`src/rtl/osc_cal_map.svh`:
```
// Register offsets, field positions, reset values and timing counts of the calibrator
`ifndef OSC_CAL_MAP_SVH
`define OSC_CAL_MAP_SVH

// Five bits wide to match the byte address of the bus
`define CTRL1_OFS           5'h00
`define TRIM_VALUES_OFS     5'h04
`define LOWER_BOUND_OFS     5'h08
`define TARGET_OFS          5'h0c
`define UPPER_BOUND_OFS     5'h10
`define STATUS_OFS          5'h14
`define INT_ENABLE_OFS      5'h18
`define INT_CLEAR_OFS       5'h1c

`define CALIBRATION_ON_BIT           0
`define TRIM_FIELD_SELECT_BIT          1
`define STS_READY_BIT       0
`define STS_LOST_BIT        1

`define FINE_TRIM_RST       6'h20
`define COARSE_CAL_RST      8'h80
`define LOWER_BOUND_RST     16'h1f2c
`define TARGET_RST          16'h1f40
`define UPPER_BOUND_RST     16'h1f54

`define FINE_STEP_KHZ       20
`define COARSE_STEP_KHZ     40
`define CLK_MHZ             50
`define SOF_PERIOD_US       1000
`define SOF_LOST_US         1100
`define SOF_LOST_CYC        ((`SOF_LOST_US * `CLK_MHZ))

`endif

```
`src/rtl/osc_cal_pkg.sv`:
```
// Types shared by the oscillator calibrator
`default_nettype none
package osc_cal_pkg;
    typedef struct packed {
        logic [5:0] fine_trim_value;
        logic [7:0] coarse_cal_value;
    } trim_pair_t;

    typedef struct packed {
        logic        cyc;
        logic        stb;
        logic        we;
        logic [3:0]  sel;
        logic [4:0]  adr;
        logic [31:0] dat;
    } wb_req_t;

    typedef enum logic [1:0] {
        ST_IDLE    = 2'b00,
        ST_SEARCH  = 2'b01,
        ST_MEASURE = 2'b10
    } cal_state_t;
endpackage
`default_nettype wire

```
`src/rtl/osc_auto_cal.sv`:
```
// Oscillator auto calibrator: Wishbone registers, SOF measurement, trim update
`include "osc_cal_map.svh"
`default_nettype none

// Overview of operation
// - Trim select 1 adjusts fine trim, 0 adjusts coarse calibration; 1 recommended.
// - Calibration-on bit enables search for SOF pulse; resets to 0, disabled.
// - Trim register bits 31 to 14 always read zero.
// - Applied oscillator adjustment equals fine trim plus coarse calibration.
// - Fine trim resets to 0x20.
// - One fine trim step is nominally 20 kHz.
// - Coarse calibration resets to 0x80.
// - One coarse step is nominally 40 kHz.
// - Both trim fields are read-only; software writes ignored.
// - Ready flag raises interrupt when its enable is set.
// - Reference-lost flag raises interrupt when its enable is set.
// - Count at or below lower bound (reset 7980) triggers calibration.
// - Count at or above upper bound (reset 0x1f54) triggers; between bounds no change.
module osc_auto_cal
    import osc_cal_pkg::*;
#(
    parameter int unsigned SOF_LOST_CYC = `SOF_LOST_CYC
)(
    // Clock and reset
    input  wire logic        sys_clk,
    input  wire logic        srst,
    // Wishbone slave
    input  wire logic        wb_cyc_i,
    input  wire logic        wb_stb_i,
    input  wire logic        wb_we_i,
    input  wire logic [3:0]  wb_sel_i,
    input  wire logic [4:0]  wb_adr_i,
    input  wire logic [31:0] wb_dat_i,
    output logic      [31:0] wb_dat_o,
    output logic             wb_ack_o,
    // Reference and oscillator
    input  wire logic        usb_sof,
    input  wire logic        osc_clk_tick,
    // Oscillator trim and interrupt
    output logic      [8:0]  osc_adjust,
    output logic             irq
);

    ////////////////////////////////////////////////////////////////////////////
    // Input synchronisers
    logic [1:0] sof_sync_r;
    logic [1:0] tick_sync_r;
    logic       sof_prev_r;
    logic       tick_prev_r;
    logic       sof_pulse;
    logic       tick_pulse;

    always_ff @(posedge sys_clk) begin
        if (srst) begin
            sof_sync_r  <= 2'h0;
            tick_sync_r <= 2'h0;
            sof_prev_r  <= 1'b0;
            tick_prev_r <= 1'b0;
        end else begin
            sof_sync_r  <= {sof_sync_r[0], usb_sof};
            tick_sync_r <= {tick_sync_r[0], osc_clk_tick};
            sof_prev_r  <= sof_sync_r[1];
            tick_prev_r <= tick_sync_r[1];
        end
    end

    assign sof_pulse  = sof_sync_r[1] & ~sof_prev_r;
    assign tick_pulse = tick_sync_r[1] & ~tick_prev_r;

    ////////////////////////////////////////////////////////////////////////////
    // Register bus decode
    wb_req_t    req;
    logic       bus_hit;
    logic       wr_en;
    logic       calibration_on_r;
    logic       trim_field_select_r;
    logic [15:0] lower_trigger_bound_r;
    logic [15:0] target_count_r;
    logic [15:0] upper_trigger_bound_r;
    logic [1:0] status_r;
    logic [1:0] int_enable_r;
    trim_pair_t trim_r;
    trim_pair_t trim_nxt;

    assign req     = '{cyc: wb_cyc_i, stb: wb_stb_i, we: wb_we_i, sel: wb_sel_i, adr: wb_adr_i, dat: wb_dat_i};
    assign bus_hit = req.cyc & req.stb & ~wb_ack_o;
    assign wr_en   = bus_hit & req.we;

    always_ff @(posedge sys_clk) begin
        if (srst)
            wb_ack_o <= 1'b0;
        else
            wb_ack_o <= bus_hit;
    end

    // Only low byte lanes matter; 16-bit bounds need lanes 0 and 1
    always_ff @(posedge sys_clk) begin
        if (srst) begin
            calibration_on_r      <= 1'b0;
            trim_field_select_r   <= 1'b0;
            lower_trigger_bound_r <= `LOWER_BOUND_RST;
            target_count_r        <= `TARGET_RST;
            upper_trigger_bound_r <= `UPPER_BOUND_RST;
            int_enable_r          <= 2'h0;
        end else if (wr_en) begin
            unique case ({req.adr[4:2], 2'b00})
                `CTRL1_OFS: if (req.sel[0]) begin
                    calibration_on_r    <= req.dat[`CALIBRATION_ON_BIT];
                    trim_field_select_r <= req.dat[`TRIM_FIELD_SELECT_BIT];
                end
                `LOWER_BOUND_OFS: begin
                    if (req.sel[0]) lower_trigger_bound_r[7:0]  <= req.dat[7:0];
                    if (req.sel[1]) lower_trigger_bound_r[15:8] <= req.dat[15:8];
                end
                `TARGET_OFS: begin
                    if (req.sel[0]) target_count_r[7:0]  <= req.dat[7:0];
                    if (req.sel[1]) target_count_r[15:8] <= req.dat[15:8];
                end
                `UPPER_BOUND_OFS: begin
                    if (req.sel[0]) upper_trigger_bound_r[7:0]  <= req.dat[7:0];
                    if (req.sel[1]) upper_trigger_bound_r[15:8] <= req.dat[15:8];
                end
                `INT_ENABLE_OFS: if (req.sel[0]) int_enable_r <= req.dat[1:0];
                default: ;
            endcase
        end
    end

    always_ff @(posedge sys_clk) begin
        if (srst)
            wb_dat_o <= 32'h0000_0000;
        else if (bus_hit && !req.we) begin
            unique case ({req.adr[4:2], 2'b00})
                `CTRL1_OFS:       wb_dat_o <= {30'h0, trim_field_select_r, calibration_on_r};
                `TRIM_VALUES_OFS: wb_dat_o <= {18'h00000, trim_r};
                `LOWER_BOUND_OFS: wb_dat_o <= {16'h0000, lower_trigger_bound_r};
                `TARGET_OFS:      wb_dat_o <= {16'h0000, target_count_r};
                `UPPER_BOUND_OFS: wb_dat_o <= {16'h0000, upper_trigger_bound_r};
                `STATUS_OFS:      wb_dat_o <= {30'h0, status_r};
                `INT_ENABLE_OFS:  wb_dat_o <= {30'h0, int_enable_r};
                default:          wb_dat_o <= 32'h0000_0000;
            endcase
        end
    end

    ////////////////////////////////////////////////////////////////////////////
    // Measurement between SOF pulses
    cal_state_t  state_r;
    logic [15:0] osc_count_r;
    logic [31:0] sof_wait_r;
    logic        decide_r;
    logic        go_up_r;
    logic        go_down_r;
    logic        ready_evt_r;
    logic        lost_evt_r;
    logic        lost;

    assign lost = (sof_wait_r >= SOF_LOST_CYC - 1);

    // Needs SOF every 1 ms; the lost timer flags a missing host
    always_ff @(posedge sys_clk) begin
        if (srst) begin
            state_r     <= ST_IDLE;
            osc_count_r <= 16'h0000;
            sof_wait_r  <= 32'h0;
            decide_r    <= 1'b0;
            go_up_r     <= 1'b0;
            go_down_r   <= 1'b0;
            ready_evt_r <= 1'b0;
            lost_evt_r  <= 1'b0;
        end else begin
            decide_r    <= 1'b0;
            ready_evt_r <= 1'b0;
            lost_evt_r  <= 1'b0;
            if (!calibration_on_r) begin
                state_r    <= ST_IDLE;
                sof_wait_r <= 32'h0;
            end else begin
                unique case (state_r)
                    ST_IDLE: begin
                        state_r    <= ST_SEARCH;
                        sof_wait_r <= 32'h0;
                    end
                    ST_SEARCH: begin
                        if (sof_pulse) begin
                            state_r     <= ST_MEASURE;
                            osc_count_r <= 16'h0000;
                            sof_wait_r  <= 32'h0;
                        end
                    end
                    ST_MEASURE: begin
                        if (sof_pulse) begin
                            osc_count_r <= 16'h0000;
                            sof_wait_r  <= 32'h0;
                            decide_r    <= 1'b1;
                            // Clock low -> step up, clock high -> step down
                            go_up_r     <= (osc_count_r <= lower_trigger_bound_r);
                            go_down_r   <= (osc_count_r >= upper_trigger_bound_r);
                            ready_evt_r <= (osc_count_r > lower_trigger_bound_r) &&
                                           (osc_count_r < upper_trigger_bound_r);
                        end else if (lost) begin
                            state_r    <= ST_SEARCH;
                            lost_evt_r <= 1'b1;
                            sof_wait_r <= 32'h0;
                        end else begin
                            sof_wait_r <= sof_wait_r + 32'h1;
                            if (tick_pulse && osc_count_r != 16'hffff)
                                osc_count_r <= osc_count_r + 16'h0001;
                        end
                    end
                    default: state_r <= ST_IDLE;
                endcase
            end
        end
    end

    ////////////////////////////////////////////////////////////////////////////
    // Trim update
    osc_cal_step u_step (
        .cur         (trim_r),
        .select_fine (trim_field_select_r),
        .go_up       (go_up_r),
        .go_down     (go_down_r),
        .nxt         (trim_nxt)
    );

    always_ff @(posedge sys_clk) begin
        if (srst) begin
            trim_r.fine_trim_value  <= `FINE_TRIM_RST;
            trim_r.coarse_cal_value <= `COARSE_CAL_RST;
        end else if (decide_r && calibration_on_r) begin
            trim_r <= trim_nxt;
        end
    end

    always_ff @(posedge sys_clk) begin
        if (srst)
            osc_adjust <= 9'(`FINE_TRIM_RST) + 9'(`COARSE_CAL_RST);
        else
            osc_adjust <= 9'(trim_r.fine_trim_value) + 9'(trim_r.coarse_cal_value);
    end

    ////////////////////////////////////////////////////////////////////////////
    // Sticky status, clear register, interrupt
    logic [1:0] clr_mask;
    assign clr_mask = (wr_en && req.sel[0] && {req.adr[4:2], 2'b00} == `INT_CLEAR_OFS) ? req.dat[1:0] : 2'h0;

    // Set wins over a simultaneous clear
    always_ff @(posedge sys_clk) begin
        if (srst)
            status_r <= 2'h0;
        else
            status_r <= (status_r & ~clr_mask) | {lost_evt_r, ready_evt_r};
    end

    always_ff @(posedge sys_clk) begin
        if (srst)
            irq <= 1'b0;
        else
            irq <= |(status_r & int_enable_r);
    end

endmodule // osc_auto_cal
`default_nettype wire

```
`src/rtl/osc_cal_step.sv`:
```
// Saturating one-step update of the selected trim field
`default_nettype none
module osc_cal_step
    import osc_cal_pkg::*;
(
    // Decision inputs
    input  wire trim_pair_t cur,
    input  wire logic       select_fine,
    input  wire logic       go_up,
    input  wire logic       go_down,
    // Updated pair
    output var  trim_pair_t nxt
);
    always_comb begin
        nxt = cur;
        if (select_fine) begin
            if (go_up && cur.fine_trim_value != 6'h3f)
                nxt.fine_trim_value = cur.fine_trim_value + 6'h01;
            else if (go_down && cur.fine_trim_value != 6'h00)
                nxt.fine_trim_value = cur.fine_trim_value - 6'h01;
        end else begin
            if (go_up && cur.coarse_cal_value != 8'hff)
                nxt.coarse_cal_value = cur.coarse_cal_value + 8'h01;
            else if (go_down && cur.coarse_cal_value != 8'h00)
                nxt.coarse_cal_value = cur.coarse_cal_value - 8'h01;
        end
    end
endmodule // osc_cal_step
`default_nettype wire

```
`config.mk`:
```
export PLATFORM = sky130hd
export DESIGN_NAME = osc_auto_cal
export DESIGN_NICKNAME = d
export VERILOG_FILES = /design/src/rtl/osc_cal_pkg.sv /design/src/rtl/osc_auto_cal.sv /design/src/rtl/osc_cal_step.sv
export VERILOG_INCLUDE_DIRS = /design/src /design/src/rtl
export SDC_FILE = /design/constraint.sdc
export NUM_CORES = 1
export LEC_CHECK = 0
export BUFFER_PORTS_ARGS = -buffer_cell sky130_fd_sc_hd__buf_2
export CAP_MARGIN = 20
export CORE_AREA = 2 2 147 149
export DETAILED_ROUTE_END_ITERATION = 12
export DIE_AREA = 0 0 149 151
export REMOVE_ABC_BUFFERS = 1
export SKIP_CTS_REPAIR_TIMING = 1
export SLEW_MARGIN = 15
export SYNTH_ARGS = -nofsm -noshare
export SYNTH_HDL_FRONTEND = slang
export SYNTH_HIERARCHICAL = 1
export SYNTH_SLANG_ARGS = --single-unit
```
`constraint.sdc`:
```
create_clock -name sys_clk -period 5.5 [get_ports sys_clk]
set_clock_uncertainty 0.15 [all_clocks]
set_input_delay 0.55 -clock sys_clk [delete_from_list [all_inputs] [get_ports sys_clk]]
set_output_delay 0.55 -clock sys_clk [all_outputs]
set_load 0.01 [all_outputs]
```
# Yosys cells after proc, flatten, opt, wreduce, memory -nomap -nowiden
# Index checks and enable logic that the tools add are counted.
# W data, S select, Z words.
[word_totals]
register_bits = 172
input_bits = 48
output_inout_bits = 43
elab_cells = 132
[op_classes]
n_addsub = 7
order_cmp = 5
eq_ne = 17
muxes = 21
n_bitwise = 16
reduce_logical = 38
[op_table]
columns = ["operator", "count"]
rows = [
  ["$pmux W16 S7", 1],
  ["$mux W32", 3],
  ["$pmux W32 S3", 1],
  ["$mux W16", 4],
  ["$reduce_and A3 Y1", 12],
  ["$add A32 B1 Y32 const B", 1],
  ["$ge A32 B16 Y1 const B", 1],
  ["$pmux W16 S2", 1],
  ["$add A16 B1 Y16 const B", 1],
  ["$ge A16 B16 Y1", 1],
  ["$gt A16 B16 Y1", 1],
  ["$le A16 B16 Y1", 1],
  ["$lt A16 B16 Y1", 1],
  ["$mux W8", 2],
  ["$ne A16 B16 Y1 const B", 1],
  ["$eq A3 B3 Y1 const B", 4],
  ["$mux W6", 2],
  ["$logic_and A1 B1 Y1", 10],
  ["$add A6 B8 Y9", 1],
  ["$add A8 B1 Y8 const B", 1],
  ["$mux W2", 4],
  ["$ne A8 B8 Y1 const B", 1],
  ["$reduce_bool A8 Y1", 1],
  ["$reduce_or A4 Y1", 2],
  ["other kinds (27)", 46],
]

# Depth between registers and ports, before layout
[depth]
ltp_word = 9
ltp_mapped = 9

# Cells and area by module
# The synthesis kept the hierarchy.
[by_module_without_submodules]
columns = ["module", "n_inst", "cells_each", "area_each_um2"]
rows = [
  ["osc_auto_cal", 1, 954, 7830.0],
  ["osc_cal_step", 1, 104, 663.1],
]

# Worst setup path after synthesis
# Ideal clock, no wire load.
[synth_path]
kind = "register to register"
startpoint = "register sof_wait_r[0]"
endpoint = "register osc_count_r[3]"
setup_ps = 117
arrival_time_ps = 1961
required_ps = 5233
path_slack_ps = 3271
path_stages_with_launch = 10
n_path_buf = 2
cell_sequence = "dfxtp_1 ha_1 buf_6 a211oi_2 nor2_1 o31ai_4 a21oi_1 clkbuf_1 a211o_1 a32o_1"
[synth_between]
elab_chain_len = 3
[synth_lines]
columns = ["item", "line", "text"]
rows = [
  ["from (decl)", "osc_auto_cal.sv:150", "logic [31:0] sof_wait_r;"],
  ["from (signal assigned)", "osc_auto_cal.sv:206", "sof_wait_r <= sof_wait_r + 32'h1;"],
  ["$ge A32 B16 Y1", "osc_auto_cal.sv:158", "assign lost = (sof_wait_r >= SOF_LOST_CYC - 1);"],
  ["$ne A3 B3 Y1 (no source line)", "-", ""],
  ["$reduce_and A5 Y1 (no source line)", "-", ""],
  ["to (signal assigned)", "osc_auto_cal.sv:208", "osc_count_r <= osc_count_r + 16'h0001;"],
  ["to (decl)", "osc_auto_cal.sv:149", "logic [15:0] osc_count_r;"],
]
# No other way between the ends.
# A chain may end at the register's enable or synchronous reset.

# Worst setup path in the final report
[layout_path]
startpoint = "input port wb_adr_i[4]"
endpoint = "register upper_trigger_bound_r[1]"
[layout_between]
elab_chain_len = 2
[layout_lines]
columns = ["item", "line", "text"]
rows = [
  ["from (decl)", "osc_auto_cal.sv:32", "input wire logic [4:0] wb_adr_i,"],
  ["$eq A3 B3 Y1", "osc_auto_cal.sv:106", "unique case ({req.adr[4:2], 2'b00})"],
  ["$reduce_and A3 Y1 (no source line)", "-", ""],
  ["to (signal assigned)", "osc_auto_cal.sv:103", "upper_trigger_bound_r <= `UPPER_BOUND_RST;"],
  ["to (signal assigned)", "osc_auto_cal.sv:120", "if (req.sel[0]) upper_trigger_bound_r[7:0] <= req.dat[7:0];"],
  ["to (decl)", "osc_auto_cal.sv:79", "logic [15:0] upper_trigger_bound_r;"],
]
# No other way between the ends.

==> flow_metrics.py <==
metrics = {
    "cts": {
        "cts_tree": "yes",
        "clkSlewWorstSetupHoldPaths_ps": 70,
        "cts_root_buf": "clkbuf_16",
        "clock_path_buffers": 2,
        "numCtsBuffers": 17,
        "clock_sinks": 156,
        "clk_latency_ps": 430,
        "htreeDepth": 4,
    },
    "yosys": {
        "syn_area_per_cell_um2": 8.03,
        "yosysTopAreaCellShare": 0.368,
        "ys_types": 75,
        "yosysSeqAreaShare": 0.368,
        "synth_edf_count": 0,
        "syn_area_um2": 8490,
        "synth_area_leader_cell": "dfxtp_1",
        "synthCells": 1058,
        "ys_top_cells_by_area": "dfxtp_1 (37%), ha_1 (6.8%), nand2_1 (6.0%), nor2_1 (5.3%), mux2i_1 (3.8%)",
        "async_flop_share": 0,
        "synth_ff_type": "dfxtp_1",
        "synth_seq_cells": 156,
        "yosysWarnings": 6,
    },
    "worst_setup_path": {
        "r2r_cells": 7,
        "slowest_stage": "nor2b_1",
        "critical_path_class": "primary input to flip-flop",
        "end_kind": "flip-flop",
        "startpoint_type": "primary input",
        "crit_buf_inv": 2,
        "crit_family": "simple AND/OR/NAND/NOR gates",
        "critPathMaxStageDelay_ps": 760,
        "crit_path_end": "upper_trigger_bound_r[1]$_SDFFE_PP0P_",
        "worstPathArrival_ps": 2680,
        "r2r-end": "osc_count_r[7]$_SDFFE_PP0P_",
        "cp_num_cells": 7,
        "startpoint": "wb_adr_i[4]",
        "reg2reg_from": "osc_count_r[1]$_SDFFE_PP0P_",
        "worstPathRequired_ps": 5640,
        "crit_chain": "buf_2 > nor2b_1 > nor2b_1 > buf_4 > nor2b_1 > mux2i_1 > nor2_1",
        "path_max_fanout": 24,
        "regToRegSetupSlack_ps": 2980,
        "cp_common_cell": "nor2b_1",
    },
    "power_and_ir_drop": {
        "vdd_drop_max_mv": 0.188,
        "p_leak_nw": 3.75,
        "power_density_nw_per_um2": 257,
    },
    "die": {
        "pin_count": 91,
        "die_h_um": 151,
        "start_util": 0.408,
        "rows": 53,
        "dieArea_um2": 22500,
        "coreArea_um2": 20800,
        "die_w_um": 149,
    },
    "layout": {
        "ff_latch_area_um2": 3120,
        "area_growth_pct": 11.6,
        "utilization": 0.455,
        "drive_gt1_frac": 0.108,
        "fin_nets": 1179,
        "antenna-diode-count": 0,
        "fillers": 2104,
        "multi_input_area_um2": 4890,
    },
    "place": {
        "globalplace.congestion": 0.848,
        "io_buffers": 54,
        "dp_hpwl_um": 15100,
    },
    "route": {
        "wirelength_um": 21400,
        "dr.pass1.iters": 5,
        "num_vias": 7390,
        "viasPerCell": 5.39,
        "first_iter_violations": 452,
        "drcViolationCount": 0,
        "drtAntennaViolNets": 0,
        "wl_per_cell_um": 15.6,
    },
    "sta": {
        "max_freq_mhz": 393,
        "worst_pin_slew_ps": 920,
        "setup_viol": 0,
        "rsz0062_at_grt": "false",
        "tns_ps": 0,
        "maxSlewHeadroom": 0.385,
        "finalCritPeriodShare": 0.462,
        "report.final.slew_viol_count": 0,
        "hold_violations": 0,
        "period_needed_ps": 2540,
    },
    "global_route": {
        "met3_usage": 0.0340,
        "grt_max_degree": 55,
        "gr-usage-all-layers": 0.196,
        "first_global_vias": 6868,
        "grt_overflow": 0,
        "top_usage_layer": "met2",
        "grt_pass1_wl_um": 35500,
        "antenna_found_initial": 0,
        "grt_use_met2": 0.324,
        "grt_util_met1": 0.266,
    },
    "hold_path": {
        "hold_path_class": "primary input to flip-flop",
        "hold-path-cell-count": 2,
    },
    "outcome": {
        "status": "finished, final reports clean",
    },
    "flow_run": {
        "maxCapViolations": 0,
    },
}
[cell usage in the layout (no fill, tap or decap), types with 32 or more instances in the layout]
cell and count:
dfxtp_1 156, nand2_1 136, nor2_1 121, a21oi_1 61, nand3_1 57, buf_2 53, inv_1 50, ha_1 46
o21ai_0 44, mux2i_1 32
[sequential cells by signal, indices dropped and copies added (netlist names), 9 cells and up]
| register | cells |
|---|---|
| osc_count_r | 16 |
| upper_trigger_bound_r | 16 |
| trim_r | 14 |
| wb_dat_o | 16 |
| sof_wait_r | 32 |
| lower_trigger_bound_r | 16 |
| target_count_r | 16 |
| osc_adjust | 9 |
[how the worst min path moves through the flow]
stage | start | end
floorplan | ready_evt_r$_SDFF_PP0_ | status_r[0]$_SDFF_PP0_
global placement | sof_sync_r[0]$_SDFF_PP0_ | sof_sync_r[1]$_SDFF_PP0_
detailed placement | sof_sync_r[0]$_SDFF_PP0_ | sof_sync_r[1]$_SDFF_PP0_
CTS | usb_sof | sof_sync_r[0]$_SDFF_PP0_
global route | osc_clk_tick | tick_sync_r[0]$_SDFF_PP0_
finish | usb_sof | sof_sync_r[0]$_SDFF_PP0_
[kinds of logic after synthesis]
family	Yosys count	share of synthesized area
buffers and inverters	121	0.0635
adders and majority gates	47	0.0701
other	1	0.000442
muxes	35	0.0430
and+or+nand+nor	447	0.251
DFF	156	0.368
AOI/OAI and AO/OA	211	0.163
xor gates and xnor gates	40	0.0412
[power breakdown]
part / internal, mW / switching, mW / total, mW
clock: 0.685 / 0.527 / 1.21
combinational: 0.0257 / 0.0651 / 0.0909
sequential: 1.13 / 0.00291 / 1.14
[area by class of cell]
cell class	count	area share
clock buffer	17	0.0449
clock inverter	15	0.0185
inverter	51	0.0202
multi-input combinational	796	0.516
sequential	156	0.329
tap	275	0.0363
timing repair buffer	62	0.0351
[metal layers]
metal  vias to the layer above  share of wire
met5                         -              0
met4                         0          0.014
met3                        17          0.043
met2                       169           0.46
met1                      3460           0.48
li1                       3744              -
[Yosys cell counts (all sizes together) (2+ instances only)]
cell    count
nor4        9
o21a        3
xnor2      22
nand3      58
a211o       2
or3         5
o21ai      53
a211oi      4
o211ai     13
nand4      27
o311ai      2
nor2b      20
nor2      122
and2        5
a22oi      30
a21o        4
or4         4
or2         3
a21oi      61
and4        5
nand2b      7
a32o        7
dfxtp     156
inv        50
ha         46
mux2i      32
xor2       18
and3       14
nor3b       5
mux2        2
o31ai       8
buf        36
o311a       2
nor3       22
clkbuf     34
a31oi       4
a41oi       6
a31o        2
nand2     136
[through the flow]
stage               std cells  hold WS (ps)  area, um^2  setup WS, ps  power, mW
finish                   1372           180        9480          2960       2.44
global route             1372           195        9480          2740       2.52
CTS                      1372           174        9480          2960       2.46
detailed placement       1340           279        8880          2510       1.25
global placement         1340           269        8880          2530       1.25
floorplan                1003           263        8200          2910       1.20
Power figures use the tool's default switching activity.
